$ cat src/hw/qot_map.svh
// offsets, field positions, reset values and counts of the timer channel
// assumes inclusion by bare name from the design file
`ifndef QOT_MAP_SVH
`define QOT_MAP_SVH
`define QOT_ADDR_W        2
`define QOT_ADDR_COUNT    2'h0
`define QOT_ADDR_CTRL     2'h1
`define QOT_ADDR_STATUS   2'h2
`define QOT_CTRL_START    0
`define QOT_CTRL_MODE     1
`define QOT_CTRL_X4       2
`define QOT_CTRL_FREE     3
`define QOT_CTRL_PULSE    4
`define QOT_CTRL_SRC_LO   5
`define QOT_CTRL_SRC_HI   6
`define QOT_CTRL_TRIG     7
`define QOT_CTRL_IN_DIR   8
`define QOT_CTRL_IN_DAT   9
`define QOT_CTRL_OUT_DIR  10
`define QOT_CTRL_OUT_DAT  11
`define QOT_CTRL_OS_GO    15
`define QOT_CTRL_MASK     16'h0fff
`define QOT_RST_WORD      16'h0000
`define QOT_WORD_MAX      16'hffff
`define QOT_SRC_F1        2'h0
`define QOT_SRC_F8        2'h1
`define QOT_SRC_F32       2'h2
`define QOT_SRC_SUB32     2'h3
`define QOT_DIV8_LAST     3'h7
`define QOT_DIV32_LAST    5'h1f
`endif

$ cat src/hw/qot_pkg.sv
// types shared by the timer channel
// assumes no other package
`default_nettype none
package qot_pkg;
    typedef logic [15:0] qot_word_t;
    typedef enum logic {QOT_OS_IDLE, QOT_OS_RUN} qot_os_state_t;
endpackage
`default_nettype wire

$ cat src/hw/qot_timer.sv
// 16-bit timer channel: two-phase event counter and one-shot timer
// assumes pins, trigger and subclock tick synchronous to clk_i (25 MHz)
//
// Decided for this implementation: the register addresses and the plain strobed port.
`include "qot_map.svh"
`default_nettype none
module qot_timer (
    // clock and reset
    input  wire logic                  clk_i,
    input  wire logic                  resetn_i,
    // register port
    input  wire logic [`QOT_ADDR_W-1:0] addr_i,
    input  wire qot_pkg::qot_word_t    wdata_i,
    input  wire logic                  we_i,
    input  wire logic                  re_i,
    output var  qot_pkg::qot_word_t    rdata_o,
    // count sources and triggers
    input  wire logic                  subclock_div32_source_i,
    input  wire logic                  timer_overflow_i,
    // channel pins
    input  wire logic                  channel_input_pin_i,
    output logic                       channel_input_pin_o,
    output logic                       channel_input_pin_oe_n_o,
    input  wire logic                  channel_output_pin_i,
    output logic                       channel_output_pin_o,
    output logic                       channel_output_pin_oe_n_o,
    // interrupt request
    output logic                       irq_o
);
    import qot_pkg::*;

    qot_word_t     counter;
    qot_word_t     reload;
    qot_word_t     ctrl;
    qot_os_state_t os_state;
    logic          in_q;
    logic          out_q;
    logic          sub_q;
    logic [4:0]    presc;
    logic          pulse_lvl;

    logic wr_count;
    logic wr_ctrl;
    logic start_f;
    logic start_now;
    logic os_mode;
    logic x4;
    logic free_run;
    logic pulse_en;
    logic trig_ovf;
    logic counting;
    logic in_edge;
    logic out_edge;
    logic up_n;
    logic dn_n;
    logic up_4;
    logic dn_4;
    logic qp_up;
    logic qp_dn;
    logic tp_wrap;
    logic tick;
    logic sw_go;
    logic ext_rise;
    logic trig;
    logic os_end;

    assign wr_count  = we_i && (addr_i == `QOT_ADDR_COUNT);
    assign wr_ctrl   = we_i && (addr_i == `QOT_ADDR_CTRL);
    assign start_f   = ctrl[`QOT_CTRL_START];
    assign start_now = wr_ctrl ? wdata_i[`QOT_CTRL_START] : start_f;
    assign os_mode   = ctrl[`QOT_CTRL_MODE];
    assign x4        = ctrl[`QOT_CTRL_X4];
    assign free_run  = ctrl[`QOT_CTRL_FREE];
    assign pulse_en  = ctrl[`QOT_CTRL_PULSE];
    assign trig_ovf  = ctrl[`QOT_CTRL_TRIG];
    assign counting  = os_mode ? (os_state == QOT_OS_RUN) : start_f;

    // two-phase decode; simultaneous edges on both pins are ambiguous
    assign in_edge  = channel_input_pin_i ^ in_q;
    assign out_edge = channel_output_pin_i ^ out_q;
    assign up_n = in_edge && channel_input_pin_i && channel_output_pin_i;
    assign dn_n = in_edge && !channel_input_pin_i && channel_output_pin_i;
    assign up_4 = (in_edge && !out_edge
                   && (channel_input_pin_i == channel_output_pin_i))
               || (out_edge && !in_edge
                   && (channel_input_pin_i != channel_output_pin_i));
    assign dn_4 = (in_edge && !out_edge
                   && (channel_input_pin_i != channel_output_pin_i))
               || (out_edge && !in_edge
                   && (channel_input_pin_i == channel_output_pin_i));
    assign qp_up = !os_mode && start_f && (x4 ? up_4 : up_n);
    assign qp_dn = !os_mode && start_f && (x4 ? dn_4 : dn_n);
    assign tp_wrap = (qp_up && (counter == `QOT_WORD_MAX))
                  || (qp_dn && (counter == `QOT_RST_WORD));

    // one-shot source and trigger
    always_comb begin
        unique case (ctrl[`QOT_CTRL_SRC_HI:`QOT_CTRL_SRC_LO])
            `QOT_SRC_F1:  tick = 1'b1;
            `QOT_SRC_F8:  tick = (presc[2:0] == `QOT_DIV8_LAST);
            `QOT_SRC_F32: tick = (presc == `QOT_DIV32_LAST);
            `QOT_SRC_SUB32: tick = subclock_div32_source_i && !sub_q;
        endcase
    end
    assign sw_go    = wr_ctrl && wdata_i[`QOT_CTRL_OS_GO];
    assign ext_rise = in_edge && channel_input_pin_i;
    assign trig = os_mode && start_now
               && (sw_go || (trig_ovf ? timer_overflow_i : ext_rise));
    assign os_end = os_mode && (os_state == QOT_OS_RUN) && tick && !trig
                 && (counter <= 16'h0001);

    // pin history and prescaler
    always_ff @(posedge clk_i or negedge resetn_i) begin
        if (!resetn_i) begin
            in_q  <= 1'b0;
            out_q <= 1'b0;
            sub_q <= 1'b0;
            presc <= 5'h00;
        end else begin
            in_q  <= channel_input_pin_i;
            out_q <= channel_output_pin_i;
            sub_q <= subclock_div32_source_i;
            presc <= presc + 5'h01;
        end
    end

    // control register; go bit is a strobe and is not stored
    always_ff @(posedge clk_i or negedge resetn_i) begin
        if (!resetn_i) begin
            ctrl <= `QOT_RST_WORD;
        end else if (wr_ctrl) begin
            ctrl <= wdata_i & `QOT_CTRL_MASK;
        end
    end

    // reload register
    always_ff @(posedge clk_i or negedge resetn_i) begin
        if (!resetn_i) begin
            reload <= `QOT_RST_WORD;
        end else if (wr_count) begin
            reload <= wdata_i;
        end
    end

    // counter
    always_ff @(posedge clk_i or negedge resetn_i) begin
        if (!resetn_i) begin
            counter <= `QOT_RST_WORD;
        end else if (trig) begin
            counter <= reload;
        end else if (wr_count && !counting) begin
            counter <= wdata_i;
        end else if (qp_up) begin
            if (counter != `QOT_WORD_MAX) begin
                counter <= counter + 16'h0001;
            end else if (free_run) begin
                counter <= `QOT_RST_WORD;
            end else begin
                counter <= reload;
            end
        end else if (qp_dn) begin
            if (counter != `QOT_RST_WORD) begin
                counter <= counter - 16'h0001;
            end else if (free_run) begin
                counter <= `QOT_WORD_MAX;
            end else begin
                counter <= reload;
            end
        end else if (os_end) begin
            counter <= reload;
        end else if (os_mode && (os_state == QOT_OS_RUN) && tick) begin
            counter <= counter - 16'h0001;
        end
    end

    // one-shot run state
    always_ff @(posedge clk_i or negedge resetn_i) begin
        if (!resetn_i) begin
            os_state <= QOT_OS_IDLE;
        end else if (!os_mode || !start_now) begin
            os_state <= QOT_OS_IDLE;
        end else if (trig) begin
            os_state <= QOT_OS_RUN;
        end else if (os_end) begin
            os_state <= QOT_OS_IDLE;
        end
    end

    // interrupt request pulse
    always_ff @(posedge clk_i or negedge resetn_i) begin
        if (!resetn_i) begin
            irq_o <= 1'b0;
        end else begin
            irq_o <= tp_wrap || os_end;
        end
    end

    // pulse output level
    always_ff @(posedge clk_i or negedge resetn_i) begin
        if (!resetn_i) begin
            pulse_lvl <= 1'b0;
        end else if (pulse_en && (tp_wrap || os_end)) begin
            pulse_lvl <= !pulse_lvl;
        end
    end

    // pins: two-phase mode keeps both as inputs
    always_ff @(posedge clk_i or negedge resetn_i) begin
        if (!resetn_i) begin
            channel_input_pin_o       <= 1'b0;
            channel_input_pin_oe_n_o  <= 1'b1;
            channel_output_pin_o      <= 1'b0;
            channel_output_pin_oe_n_o <= 1'b1;
        end else begin
            channel_input_pin_o <= ctrl[`QOT_CTRL_IN_DAT];
            channel_input_pin_oe_n_o <= !(os_mode && ctrl[`QOT_CTRL_IN_DIR]
                && trig_ovf);
            channel_output_pin_o <= pulse_en ? pulse_lvl
                                             : ctrl[`QOT_CTRL_OUT_DAT];
            channel_output_pin_oe_n_o <= !(os_mode
                && (pulse_en || ctrl[`QOT_CTRL_OUT_DIR]));
        end
    end

    // read port; one-shot count readback is not meaningful to software
    always_ff @(posedge clk_i or negedge resetn_i) begin
        if (!resetn_i) begin
            rdata_o <= `QOT_RST_WORD;
        end else if (re_i) begin
            unique case (addr_i)
                `QOT_ADDR_COUNT:  rdata_o <= counter;
                `QOT_ADDR_CTRL:   rdata_o <= ctrl;
                `QOT_ADDR_STATUS: rdata_o <= {12'h000, pulse_lvl,
                    channel_output_pin_i, channel_input_pin_i, counting};
                default:          rdata_o <= `QOT_RST_WORD;
            endcase
        end else begin
            rdata_o <= `QOT_RST_WORD;
        end
    end
endmodule
`default_nettype wire

$ cat config.mk
export PLATFORM = sky130hd
export DESIGN_NAME = qot_timer
export DESIGN_NICKNAME = d
export VERILOG_FILES = /design/src/hw/qot_pkg.sv /design/src/hw/qot_timer.sv
export VERILOG_INCLUDE_DIRS = /design/src /design/src/hw
export SDC_FILE = /design/constraint.sdc
export NUM_CORES = 1
export LEC_CHECK = 0
export ABC_AREA = 1
export BUFFER_PORTS_ARGS = -buffer_cell sky130_fd_sc_hd__clkbuf_2
export CAP_MARGIN = 30
export CORE_ASPECT_RATIO = 0.7
export CORE_MARGIN = 1
export CORE_UTILIZATION = 35
export CTS_BUF_LIST = sky130_fd_sc_hd__clkbuf_4 sky130_fd_sc_hd__clkbuf_8
export DETAILED_ROUTE_END_ITERATION = 7
export PLACE_DENSITY_LB_ADDON = 0.2
export RECOVER_POWER = 100
export SYNTH_ARGS = -nofsm -noshare
export SYNTH_HDL_FRONTEND = slang
export SYNTH_SLANG_ARGS = --single-unit
$ cat constraint.sdc
create_clock -name clk_i -period 5.55 [get_ports clk_i]
set_clock_uncertainty 0.15 [all_clocks]
set_input_delay 1.11 -clock clk_i [delete_from_list [all_inputs] [get_ports clk_i]]
set_output_delay 1.11 -clock clk_i [all_outputs]
set_load 0.005 [all_outputs]
# After elaboration in Yosys (flattened, before gate mapping)
# Index checks and enable logic that the tools add are counted.
[word_totals]
output_inout_bits = 21
regBits = 75
[op_classes]
reduce_logical = 54
n_mux = 22
n_eq_ne = 11
order_cmp = 1
add_sub_neg = 3
n_bitwise = 2
[op_table]
columns = ["op", "count"]
rows = [
  ["$mux W16", 11],
  ["$pmux W16 S3", 1],
  ["$logic_and A1 B1 Y1", 30],
  ["$add A16 B1 Y16 const B", 1],
  ["$eq A16 B16 Y1 const B", 1],
  ["$le A16 B1 Y1 const B", 1],
  ["$logic_not A16 Y1", 1],
  ["$ne A16 B16 Y1 const B", 1],
  ["$reduce_bool A16 Y1", 1],
  ["$sub A16 B1 Y16 const B", 1],
  ["$logic_not A1 Y1", 11],
  ["$mux W1", 9],
  ["$logic_or A1 B1 Y1", 7],
  ["$eq A2 B2 Y1 const B", 3],
  ["$reduce_bool A6 Y1", 1],
  ["$add A5 B1 Y5 const B", 1],
  ["$eq A5 B5 Y1 const B", 1],
  ["$eq A2 B1 Y1 const B", 2],
  ["$logic_not A2 Y1", 2],
  ["$pmux W1 S4", 1],
  ["$eq A3 B3 Y1 const B", 1],
  ["$reduce_bool A3 Y1", 1],
  ["$xor A1 B1 Y1", 2],
  ["$eq A1 B1 Y1", 1],
  ["$ne A1 B1 Y1", 1],
]

# Depth between registers and ports, before layout
# Gate-level depths: netlist of the first run.
[depth]
word_depth = 13
depth_mapped = 17
depth_no_buf = 16

# Worst setup path before layout of the first run
# No wires, ideal clock.
[synth_timing]
path_type = "input to register"
startpoint = "input port channel_input_pin_i"
endpoint = "register counter[6]"
t_arrival_ps = 2429
required_time_ps = 5284
path_stages = 13
path_buffers = 1
setup_ps = 116
setup_slack_ps = 2855
path_cell_list = "inv_1 -> ha_1 -> nand3_1 -> nand2_1 -> nand2_1 -> nand2_1 -> nand3_1 -> clkbuf_1 -> nand3_1 -> nand2_1 -> nand2_1 -> nand2_1 -> nand2_1"
[synth_via]
elab_chain_cells = 13
word_cells_on_any_way = 33
classes_between = "2 x eq/ne; 8 x mux; 1 x bitwise; 22 x reduce/logical"
[synth_rtl]
columns = ["element", "line_no", "text"]
rows = [
  ["from (decl)", "qot_timer.sv:21", "input wire logic channel_input_pin_i,"],
  ["$xor A1 B1 Y1", "qot_timer.sv:79", "assign in_edge = channel_input_pin_i ^ in_q;"],
  ["$logic_and A1 B1 Y1", "qot_timer.sv:81, qot_timer.sv:106", ""],
  ["$mux W1", "qot_timer.sv:108", "&& (sw_go || (trig_ovf ? timer_overflow_i : ext_rise));"],
  ["$logic_or A1 B1 Y1", "qot_timer.sv:108", ""],
  ["$logic_and A1 B1 Y1", "qot_timer.sv:108", ""],
  ["$logic_not A1 Y1", "qot_timer.sv:109", "assign os_end = os_mode && (os_state == QOT_OS_RUN) && tick && !trig"],
  ["$logic_and A1 B1 Y1", "qot_timer.sv:109", ""],
  ["$logic_and A1 B1 Y1", "qot_timer.sv:110", "&& (counter <= 16'h0001);"],
  ["$mux W16", "qot_timer.sv:169", "end else if (os_end) begin"],
  ["$mux W16", "qot_timer.sv:161", "end else if (qp_dn) begin"],
  ["$mux W16", "qot_timer.sv:153", "end else if (qp_up) begin"],
  ["$mux W16", "qot_timer.sv:151", "end else if (wr_count && !counting) begin"],
  ["$mux W16", "qot_timer.sv:149", "end else if (trig) begin"],
  ["to (signal assigned)", "qot_timer.sv:150", "counter <= reload;"],
  ["to (signal assigned)", "qot_timer.sv:152", "counter <= wdata_i;"],
  ["to (signal assigned)", "qot_timer.sv:155", "counter <= counter + 16'h0001;"],
  ["to (decl)", "qot_timer.sv:32", "qot_word_t counter;"],
]
# Several ways; a longest one is shown, not always the timed one.
# A chain may end at the register's enable or synchronous reset.

# Worst setup path in the final report of the first run
[layout_timing]
startpoint = "input port addr_i[0]"
endpoint = "register counter[7]"
[layout_via]
elab_chain_cells = 13
word_cells_on_any_way = 19
classes_between = "1 x eq/ne; 6 x mux; 12 x reduce/logical"
[layout_rtl]
columns = ["element", "line_no", "text"]
rows = [
  ["from (decl)", "qot_timer.sv:12", "input wire logic [`QOT_ADDR_W-1:0] addr_i,"],
  ["$eq A2 B1 Y1", "--", ""],
  ["$logic_and A1 B1 Y1", "qot_timer.sv:68", "assign wr_ctrl = we_i && (addr_i == `QOT_ADDR_CTRL);"],
  ["$mux W1 or $logic_and A1 B1 Y1 (tied branches)", "qot_timer.sv:70, qot_timer.sv:105", ""],
  ["$logic_and A1 B1 Y1 or $logic_or A1 B1 Y1 (tied branches)", "qot_timer.sv:107, qot_timer.sv:108", ""],
  ["$logic_and A1 B1 Y1", "qot_timer.sv:108", ""],
  ["$logic_not A1 Y1", "qot_timer.sv:109", ""],
  ["$logic_and A1 B1 Y1", "qot_timer.sv:109", ""],
  ["$logic_and A1 B1 Y1", "qot_timer.sv:110", ""],
  ["$mux W16", "qot_timer.sv:169", ""],
  ["$mux W16", "qot_timer.sv:161", ""],
  ["$mux W16", "qot_timer.sv:153", ""],
  ["$mux W16", "qot_timer.sv:151", ""],
  ["$mux W16", "qot_timer.sv:149", ""],
]
# Several ways; a longest one is shown, not always the timed one.

==> flow_metrics.tcl, run 1 <==
set metrics [dict create \
    port-buffer-count 46 \
    max_freq_ghz 0.2379 \
    start_kind "input port" \
    place_congestion 0.8987 \
    maxCapViolCount 0 \
    drt_iter0_drc 794 \
    htreeDepth 3 \
    cts_num_sinks 75 \
    rsz0062_at_grt "false" \
    via_per_inst 5.211 \
    regToRegSetupSlack_ns 2.11 \
    dp_hpwl_mm 12.89 \
    antenna_left 0 \
    die-area_um2 15730 \
    end_kind "register" \
    dieWidth_um 149.5 \
    worstMarginPinSlew_ns 1.108 \
    dp_cells 1030 \
    start_util 0.3608 \
    final_cells 1046 \
    grt_pass1_wl_mm 27.61 \
    drcViolationCount 0 \
    yosysSeqAreaShare 0.3527 \
    whs_ns 0.3092 \
    insertion_delay_ns 0.37 \
    tns_ns 0 \
    timing.final.ws_setup_ns 1.347 \
    hold_buffers 0 \
    postLayoutCellArea_um2 5782 \
    final_nets 881 \
    wire_per_inst_um 17.24 \
    cts_inserted_buffers 9 \
    pre_cts_slack_ns 1.648 \
    clk_path_buf_depth 2 \
    cts_root_buf "clkbuf_8" \
    worstHoldStart "presc[0]$_DFF_PN0_" \
    track_usage 0.2363 \
    syn_inst 823 \
    syn-num-nets 858 \
    p_per_area_nw_per_um2 396.3 \
    finalMaxSlewViolations 0 \
    yosysWarningCount 0 \
    drive_gt1_frac 0.09048 \
    core_um2 14770 \
    reg2reg_from "counter[0]$_DFFE_PN0P_" \
    drtPass1Iterations 5 \
    async_reset_ff_frac 1.000 \
    ys_types 34 \
    arrival_ns 4.37 \
    cts_tree "yes" \
    path_clk_slew_ns 0.09 \
    crit_path_start "addr_i[0]" \
    crit_fanout 36 \
    grt_pass1_vias 4593 \
    cts_resized 0 \
    peakVddDrop_mv 0.1550 \
    ios 47 \
    n_antenna_cell 0 \
    period_minus_slack_ns 4.203 \
    overflow 0 \
    rows 37 \
    ys_seq_elements 75 \
    grt_start_max_net_pins 58 \
    syn_area_um2 5329 \
    hp-class "reg2reg" \
    relSlewSlack 0.2616 \
    hold_viol_final 0 \
    fp.dieH_um 105.2 \
    synth_ff_type "dfrtp_1" \
    postSynthAreaPerCell_um2 6.475 \
    leakage_nw 3.088 \
    post_cts_buffers 0 \
    min_period_over_period 0.7573 \
    synth-edff-count 0 \
    crit_type "in2reg" \
    synthToLayoutAreaGrowth_pct 8.500 \
    grt_antenna_before_repair 0 \
    vias 5451 \
    outcome "complete, no violations" \
    post_dp_cell_area_um2 5645 \
    setup_viol_count_final 0 \
    cp.required_ns 5.72 \
    wl_mm 18.03 \
]
==> final timing paths <==
| path | to | cells past startpoint |
|---|---|---|
| min in group asynchronous | rdata_o[0]$_DFF_PN0_ | 1 |
| worst min register to register | presc[0]$_DFF_PN0_ | 1 |
| worst min-delay path | presc[0]$_DFF_PN0_ | 1 |
| worst max-delay path | counter[7]$_DFFE_PN0P_ | 13 |
| worst max register to register | counter[15]$_DFFE_PN0P_ | 14 |
| max in group asynchronous | channel_output_pin_oe_n_o$_DFF_PN1_ | 2 |
==> cell usage after synthesis (all sizes together), types with 3 or more instances <==
cell,instances,share of area
a21oi,18,0.017
buf,21,0.027
clkbuf,16,0.011
dfrtp,73,0.34
ha,9,0.021
inv,106,0.075
nand2,271,0.19
nand3,94,0.093
nand3b,3,0.0042
nand4,5,0.0059
nor2,83,0.066
nor3,7,0.0094
o21ai,90,0.085
o221ai,3,0.0049
o32ai,4,0.0066
xor2,11,0.018
==> worst max-delay path, cell delays in order <==
cell and delay [ns]:
clkbuf_1 0.11, clkinv_1 0.08, nor2_1 0.47, nand2_1 0.57, nand2_1 0.17, nand2_1 0.13
nand3_4 0.34, inv_2 0.25, nor3_2 0.17, nand3_2 0.33, inv_2 0.41, nand2_1 0.11
nand2_1 0.08
==> final cells by class <==
class / instances / area [um^2]
Multi-Input combinational cell: 604 / 2816
Clock inverter: 6 / 48.80
Timing Repair Buffer: 49 / 260.3
Sequential cell: 75 / 1879
Inverter: 107 / 401.6
Tap cell: 195 / 244.0
Clock buffer: 10 / 131.4
Fill cell: 1631 / 8986
==> registers in the layout (all words and copies together) (netlist names) <==
name / flops
in_q: 1
ctrl: 12
pulse_lvl: 1
counter: 16
channel_input_pin_oe_n_o: 1
reload: 16
channel_input_pin_o: 1
presc: 5
sub_q: 1
channel_output_pin_oe_n_o: 1
irq_o: 1
channel_output_pin_o: 1
rdata_o: 16
os_state: 1
out_q: 1
==> cell usage in the layout (no fill, tap or decap), types with 4 or more instances in the layout <==
cell type / count
nand2_1: 269
inv_1: 100
nand3_1: 91
o21ai_0: 79
nor2_1: 76
dfrtp_1: 73
clkbuf_2: 36
a21oi_1: 18
xor2_1: 11
o21ai_1: 11
clkbuf_1: 10
ha_1: 9
clkbuf_8: 9
nand4_1: 5
nor2_2: 5
inv_2: 5
o32ai_1: 4
nor3_1: 4
==> power breakdown <==
part,switching (mW),leakage (nW),internal (mW)
sequential,0.195,0.955,0.645
combinational,0.699,2.05,0.337
clock,0.244,0.0829,0.171
==> kinds of logic after synthesis <==
family	count (synthesis)	share of synthesized area
compound gates	119	0.1186
simple gates	463	0.3724
flops	75	0.3527
buf+inv	144	0.1139
fa+ha+maj	9	0.02113
xor+xnor	13	0.02137
==> per-layer routing <==
layer	track usage	part of all wire
met1	0.3886	0.51
met2	0.2966	0.37
met3	0.06494	0.11
met4	0.03717	0.0066
met5	0	0
==> stage by stage <==
stage          utilization  power (mW)
5_1_grt             0.3915       2.472
3_5_place_dp        0.3823       1.844
2_1_floorplan            -       1.545
6_report            0.3915       2.291
4_1_cts             0.3945       2.261
3_3_place_gp        0.3804       1.852
No activity file was read; power rests on OpenSTA's default activity.
==> inputs of run 2 (changes only) <==
--- a/config.mk
+++ b/config.mk
@@ -6,7 +6,7 @@
 export SDC_FILE = /design/constraint.sdc
 export NUM_CORES = 1
 export LEC_CHECK = 0
-export ABC_AREA = 1
+export ABC_AREA = 0
 export BUFFER_PORTS_ARGS = -buffer_cell sky130_fd_sc_hd__clkbuf_2
 export CAP_MARGIN = 30
 export CORE_ASPECT_RATIO = 0.7
==> constraint.sdc (replaced) <==
create_clock -name clk_i -period 4.4 [get_ports clk_i]
set_clock_uncertainty 0.15 [all_clocks]
set_input_delay 0.88 -clock clk_i [delete_from_list [all_inputs] [get_ports clk_i]]
set_output_delay 0.88 -clock clk_i [all_outputs]
set_load 0.005 [all_outputs]
==> run 2 against run 1 <==
Against the previous run:
- the flow now finishes with violations (capacitance limit, slew limit)
- sequential cell count stayed put
- register-to-register slack worse by 0.91 ns
- global-route usage is 1.4 points lower
- sequential power is 37% higher
- hold slack worse by 0.0038 ns
- critical path depth is 5 lower
- cell count is 33% lower
- first-iteration DRC count is 44% lower
- clock power is 37% higher
- utilization is 0.70 points higher
- clock-buffer cell count stayed put
- combinational power is 18% lower
- highest routed layer unchanged
==> flow_metrics.tcl, run 2 <==
set metrics [dict create \
    syn-num-nets 534 \
    pre_cts_slack_ns 0.5349 \
    yosysMostFrequentCell "dfrtp_1" \
    drive_gt1_frac 0.1974 \
    clk_path_buf_depth 2 \
    ys_types 72 \
    hold_viol_final 0 \
    place_congestion 0.9070 \
    setup_viol_count_final 0 \
    die-area_um2 13910 \
    finalMaxSlewViolations 33 \
    hp-class "reg2reg" \
    port-buffer-count 46 \
    drtPass1Iterations 7 \
    layout_common_cells "73 x dfrtp_1, 38 x clkbuf_2, 37 x o21ai_0" \
    grt_start_max_net_pins 76 \
    insertion_delay_ns 0.37 \
    cp.required_ns 4.50 \
    crit_fanout 18 \
    synth-edff-count 0 \
    htreeDepth 3 \
    post_cts_buffers 0 \
    multi_input_area_um2 2597 \
    maxCapViolCount 1 \
    synth_top_area_frac 0.3884 \
    synthTopCellsByArea "dfrtp_1 39%, mux2_2 6.5%, o21ai_0 3.9%" \
    ios 47 \
    grt_pass1_vias 3899 \
    synth_common_cells "73 x dfrtp_1, 37 x o21ai_0, 35 x nand2_1" \
    dp_hpwl_mm 10.54 \
    failed_checks "capacitance limit, slew limit" \
    n_fill_cell 1342 \
    regToRegSetupSlack_ns 1.20 \
    async_reset_ff_frac 1.000 \
    dieWidth_um 140.6 \
    start_kind "input port" \
    cts_tree "yes" \
    cts_root_buf "clkbuf_8" \
    min_period_over_period 0.8584 \
    crit_type "in2reg" \
    tns_ns 0 \
    yosysWarningCount 0 \
    overflow 0 \
    core_um2 13140 \
    vias 4196 \
    mostFrequentLayoutCell "dfrtp_1" \
    leakage_nw 2.146 \
    rsz0062_at_grt "false" \
    track_usage 0.2219 \
    period_minus_slack_ns 3.777 \
    ys_seq_elements 75 \
    end_kind "register" \
    timing.final.ws_setup_ns 0.6229 \
    path_clk_slew_ns 0.08 \
    syn_inst 499 \
    syn_area_um2 4703 \
    drcViolationCount 0 \
    wire_per_inst_um 21.05 \
    antenna_left 0 \
    grt_antenna_before_repair 0 \
    arrival_ns 3.88 \
    post_dp_cell_area_um2 5065 \
    ff_latch_area_um2 1879 \
    yosysTopAreaCell "dfrtp_1" \
    cts_inserted_buffers 9 \
    rows 35 \
    worstMarginPinSlew_ns 1.714 \
    fp.dieH_um 98.99 \
    drt_iter0_drc 446 \
    wl_mm 14.80 \
    relSlewSlack -0.1428 \
    cts_num_sinks 75 \
    max_freq_ghz 0.2648 \
    via_per_inst 5.969 \
    peakVddDrop_mv 0.1938 \
    hold_buffers 0 \
    outcome "finished with violations" \
    grt_pass1_wl_mm 23.29 \
    n_antenna_cell 0 \
    cts_resized 0 \
    yosysSeqAreaShare 0.3996 \
    final_nets 567 \
    postSynthAreaPerCell_um2 9.425 \
    synth_ff_type "dfrtp_1" \
    reg_top3 "counter: 16 flops, rdata_o: 16 flops, reload: 16 flops" \
    p_per_area_nw_per_um2 491.1 \
    start_util 0.3580 \
    synthToLayoutAreaGrowth_pct 11.31 \
    postLayoutCellArea_um2 5235 \
]
run 2: changes by cell type after synthesis, moves of 10 or more:
cell      change
a211oi_1     +10
o21ai_0      -42
nor3_1       +10
mux2_2       +27
mux2i_1      +11
nand2_1     -231
nand3_1      -70
xnor2_1      +15
inv_1        -92
and2_1       +10
o22ai_1      +10
nor2_1       -42
and3_1       +11
a31oi_1      +10
run 2: cell type report:
| cell class | instances | area share |
|---|---|---|
| Clock buffer | 10 | 0.02629 |
| Clock inverter | 6 | 0.01315 |
| Inverter | 9 | 0.006453 |
| Multi-Input combinational cell | 377 | 0.4962 |
| Sequential cell | 75 | 0.3590 |
| Tap cell | 166 | 0.03967 |
| Timing Repair Buffer | 60 | 0.05927 |
run 2: critical path, cell delays in order:
cell and delay (ns):
clkbuf_1 0.10, buf_4 0.27, nor3b_1 0.08, clkbuf_1 0.52, and3_1 0.44, nor2_1 0.40, nand4_1 0.70, o221ai_1 0.48
run 2: metal layers:
metal,vias to the layer above,global-route usage,routed length (um)
li1,1904,-,-
met1,2054,0.3434,7432
met2,214,0.3054,5835
met3,24,0.05296,1341
met4,0,0.04933,188
met5,-,0,0
run 2: worst paths after layout:
check / from / to / cells past startpoint
worst min register to register: presc[0]$_DFF_PN0_ / presc[0]$_DFF_PN0_ / 1
worst min-delay path: presc[0]$_DFF_PN0_ / presc[0]$_DFF_PN0_ / 1
worst max-delay path: addr_i[0] / counter[7]$_DFFE_PN0P_ / 8
worst max register to register: in_q$_DFF_PN0_ / counter[5]$_DFFE_PN0P_ / 8
min in group asynchronous: resetn_i / rdata_o[7]$_DFF_PN0_ / 1
max in group asynchronous: resetn_i / reload[9]$_DFFE_PN0P_ / 2
run 2: per-stage QoR:
stage	utilization	cells	total power [mW]	hold WS (ns)
global placement	0.3855	686	1.983	0.2885
floorplan	-	499	1.706	0.2200
global route	0.3985	703	2.734	0.3292
detailed placement	0.3855	686	1.990	0.2931
CTS	0.4012	702	2.569	0.3064
finish	0.3985	703	2.571	0.3054
run 2: where the power goes:
part / total (mW) / switching [mW] / internal, mW / leakage, nW
Sequential: 1.15 / 0.322 / 0.832 / 0.914
Clock: 0.569 / 0.286 / 0.283 / 0.104
Combinational: 0.848 / 0.458 / 0.389 / 1.13
Total: 2.57 / 1.07 / 1.50 / 2.15
run 2: cell families after synthesis:
family                     share of synthesized area
AOI/OAI and AO/OA                             0.1836
xor gates and xnor gates                     0.04842
adders and majority gates                    0.02394
buffers and inverters                        0.04576
DFF                                           0.3996
muxes                                        0.09125
and+or+nand+nor                               0.2075
==> inputs of run 3 (changes only) <==
--- a/config.mk
+++ b/config.mk
@@ -14,7 +14,6 @@
 export CORE_UTILIZATION = 35
 export CTS_BUF_LIST = sky130_fd_sc_hd__clkbuf_4 sky130_fd_sc_hd__clkbuf_8
 export DETAILED_ROUTE_END_ITERATION = 7
-export PLACE_DENSITY_LB_ADDON = 0.2
 export RECOVER_POWER = 100
 export SYNTH_ARGS = -nofsm -noshare
 export SYNTH_HDL_FRONTEND = slang
==> run 3 against run 2 <==
Against the previous run:
- the flow still finishes with violations (capacitance limit, slew limit)
- via count is 0.12% lower
- largest power group unchanged
- critical endpoint is now counter[10]$_DFFE_PN0P_
- critical path type unchanged
- design area up 0.60%
- critical path depth is 2 higher
- clock power increased by 9.1%
==> flow_metrics.tcl, run 3 (synthesis gave the netlist of run 2 again) <==
set metrics [dict create \
    vias 4191 \
    clk_path_buf_depth 2 \
    dieWidth_um 140.6 \
    grt_pass1_wl_mm 23.14 \
    utilization 0.4009 \
    grt_start_max_net_pins 76 \
    crit_path_max_incr_delay_ns 0.55 \
    cp.required_ns 4.49 \
    place_congestion 0.9242 \
    drt_iter0_drc 439 \
    final_nets 569 \
    rows 35 \
    max_freq_ghz 0.2642 \
    hp-class "reg2reg" \
    start_util 0.3580 \
    drcViolationCount 0 \
    arrival_ns 3.87 \
    core_um2 13140 \
    port-buffer-count 46 \
    relSlewSlack -0.1922 \
    wl_mm 15.06 \
    insertion_delay_ns 0.36 \
    rsz0062_at_grt "false" \
    track_usage 0.2224 \
    overflow 0 \
    period_minus_slack_ns 3.785 \
    cts_num_sinks 75 \
    finalMaxSlewViolations 31 \
    crit_fanout 12 \
    ios 47 \
    leakage_nw 2.156 \
    n_fill_cell 1315 \
    cts_tree "yes" \
    min_period_over_period 0.8603 \
    drtPass1Iterations 5 \
    hold_buffers 0 \
    antenna_left 0 \
    fp.dieH_um 98.99 \
    via_per_inst 5.945 \
    die-area_um2 13910 \
    grt_pass1_vias 3895 \
    reg2reg_depth 10 \
    peakVddDrop_mv 0.1982 \
    wire_per_inst_um 21.37 \
    hold_depth 1 \
    mostFrequentLayoutCell "dfrtp_1" \
    cts_resized 0 \
    synthToLayoutAreaGrowth_pct 11.97 \
    crit_path_top_delay_cell "a2111oi_0" \
    worstPathCellList "clkbuf_1 -> inv_1 -> ha_1 -> or3b_2 -> a31oi_1 -> o21a_1 -> nor4_4 -> a2111oi_0 -> o311a_1 -> nor3_1" \
    dp_hpwl_mm 11.00 \
    cts_root_buf "clkbuf_8" \
    end_kind "register" \
    maxCapViolCount 1 \
    tns_ns 0 \
    grt_antenna_before_repair 0 \
    crit_type "in2reg" \
    setup_viol_count_final 0 \
    drive_gt1_frac 0.1892 \
    failed_checks "capacitance limit, slew limit" \
    worstMarginPinSlew_ns 1.788 \
    outcome "finished with violations" \
    n_antenna_cell 0 \
    cts_inserted_buffers 9 \
    hold_viol_final 0 \
    start_kind "input port" \
    htreeDepth 3 \
    reg_top3 "counter: 16 flops, rdata_o: 16 flops, reload: 16 flops" \
    layout_common_cells "73 x dfrtp_1, 38 x o21ai_0, 35 x nor2_1, 35 x nand2_1, 31 x clkbuf_2" \
    post_cts_buffers 0 \
    path_clk_slew_ns 0.09 \
    p_per_area_nw_per_um2 495.4 \
]
-- run 3: changes by cell type in the layout (fill, tap and decap cells not counted), moves of 3 or more --
cell      previous run  this run
clkbuf_2            38        31
clkbuf_1            12        18
and2_1               3         6
and2_0               8         4
buf_4               10        13
-- run 3: critical path: cells and delay by family --
| family | cells | cell delay (ns) |
|---|---|---|
| AOI/OAI and AO/OA | 4 | 1.50 |
| and+or+nand+nor | 3 | 0.65 |
| adders and majority gates | 1 | 0.39 |
| buffers and inverters | 2 | 0.44 |
-- run 3: final timing paths --
check	from	slack [ns]	endpoint
setup / recovery	channel_input_pin_i	0.61	counter[10]$_DFFE_PN0P_
hold / removal	ctrl[10]$_DFFE_PN0N_	0.31	channel_output_pin_oe_n_o$_DFF_PN1_
setup reg to reg	presc[0]$_DFF_PN0_	0.80	counter[6]$_DFFE_PN0P_
hold reg to reg	ctrl[10]$_DFFE_PN0N_	0.31	channel_output_pin_oe_n_o$_DFF_PN1_
max in group asynchronous	resetn_i	1.38	ctrl[5]$_DFFE_PN0N_
min in group asynchronous	resetn_i	0.83	os_state$_DFFE_PN0P_
-- run 3: power by group --
part	internal, mW	switching, mW
combinational	0.394	0.453
clock	0.329	0.292
sequential	0.832	0.309
-- run 3: final cells by class --
cell class | count | area [um^2] | share of cell area
flip-flops and latches | 75 | 1879 | 0.3569
multi-input cells | 377 | 2597 | 0.4932
clock buffers | 9 | 123.9 | 0.02352
repair buffers | 62 | 320.3 | 0.06082
clock inverters | 7 | 103.9 | 0.01972
inverters | 9 | 33.78 | 0.006415
well taps | 166 | 207.7 | 0.03944
-- run 3: metal layers --
metal	GRT usage	up-vias	wire length [um]
met4	0.05100	0	129
met3	0.05782	16	1369
met1	0.3443	2047	7624
li1	-	1914	-
met2	0.3023	214	5940
met5	0	-	0
-- run 3: through the flow --
stage / worst slack [ns] / hold WS (ns) / instance area [um^2] / std cells / power [mW]
finish: 0.6149 / 0.3100 / 5266 / 705 / 2.609
floorplan: 1.020 / 0.2200 / 4703 / 499 / 1.706
detailed placement: 0.5056 / 0.2954 / 5080 / 688 / 1.987
global placement: 0.7228 / 0.2866 / 5080 / 688 / 1.972
global route: 0.4644 / 0.3332 / 5266 / 705 / 2.770
CTS: 0.9195 / 0.3092 / 5308 / 704 / 2.616
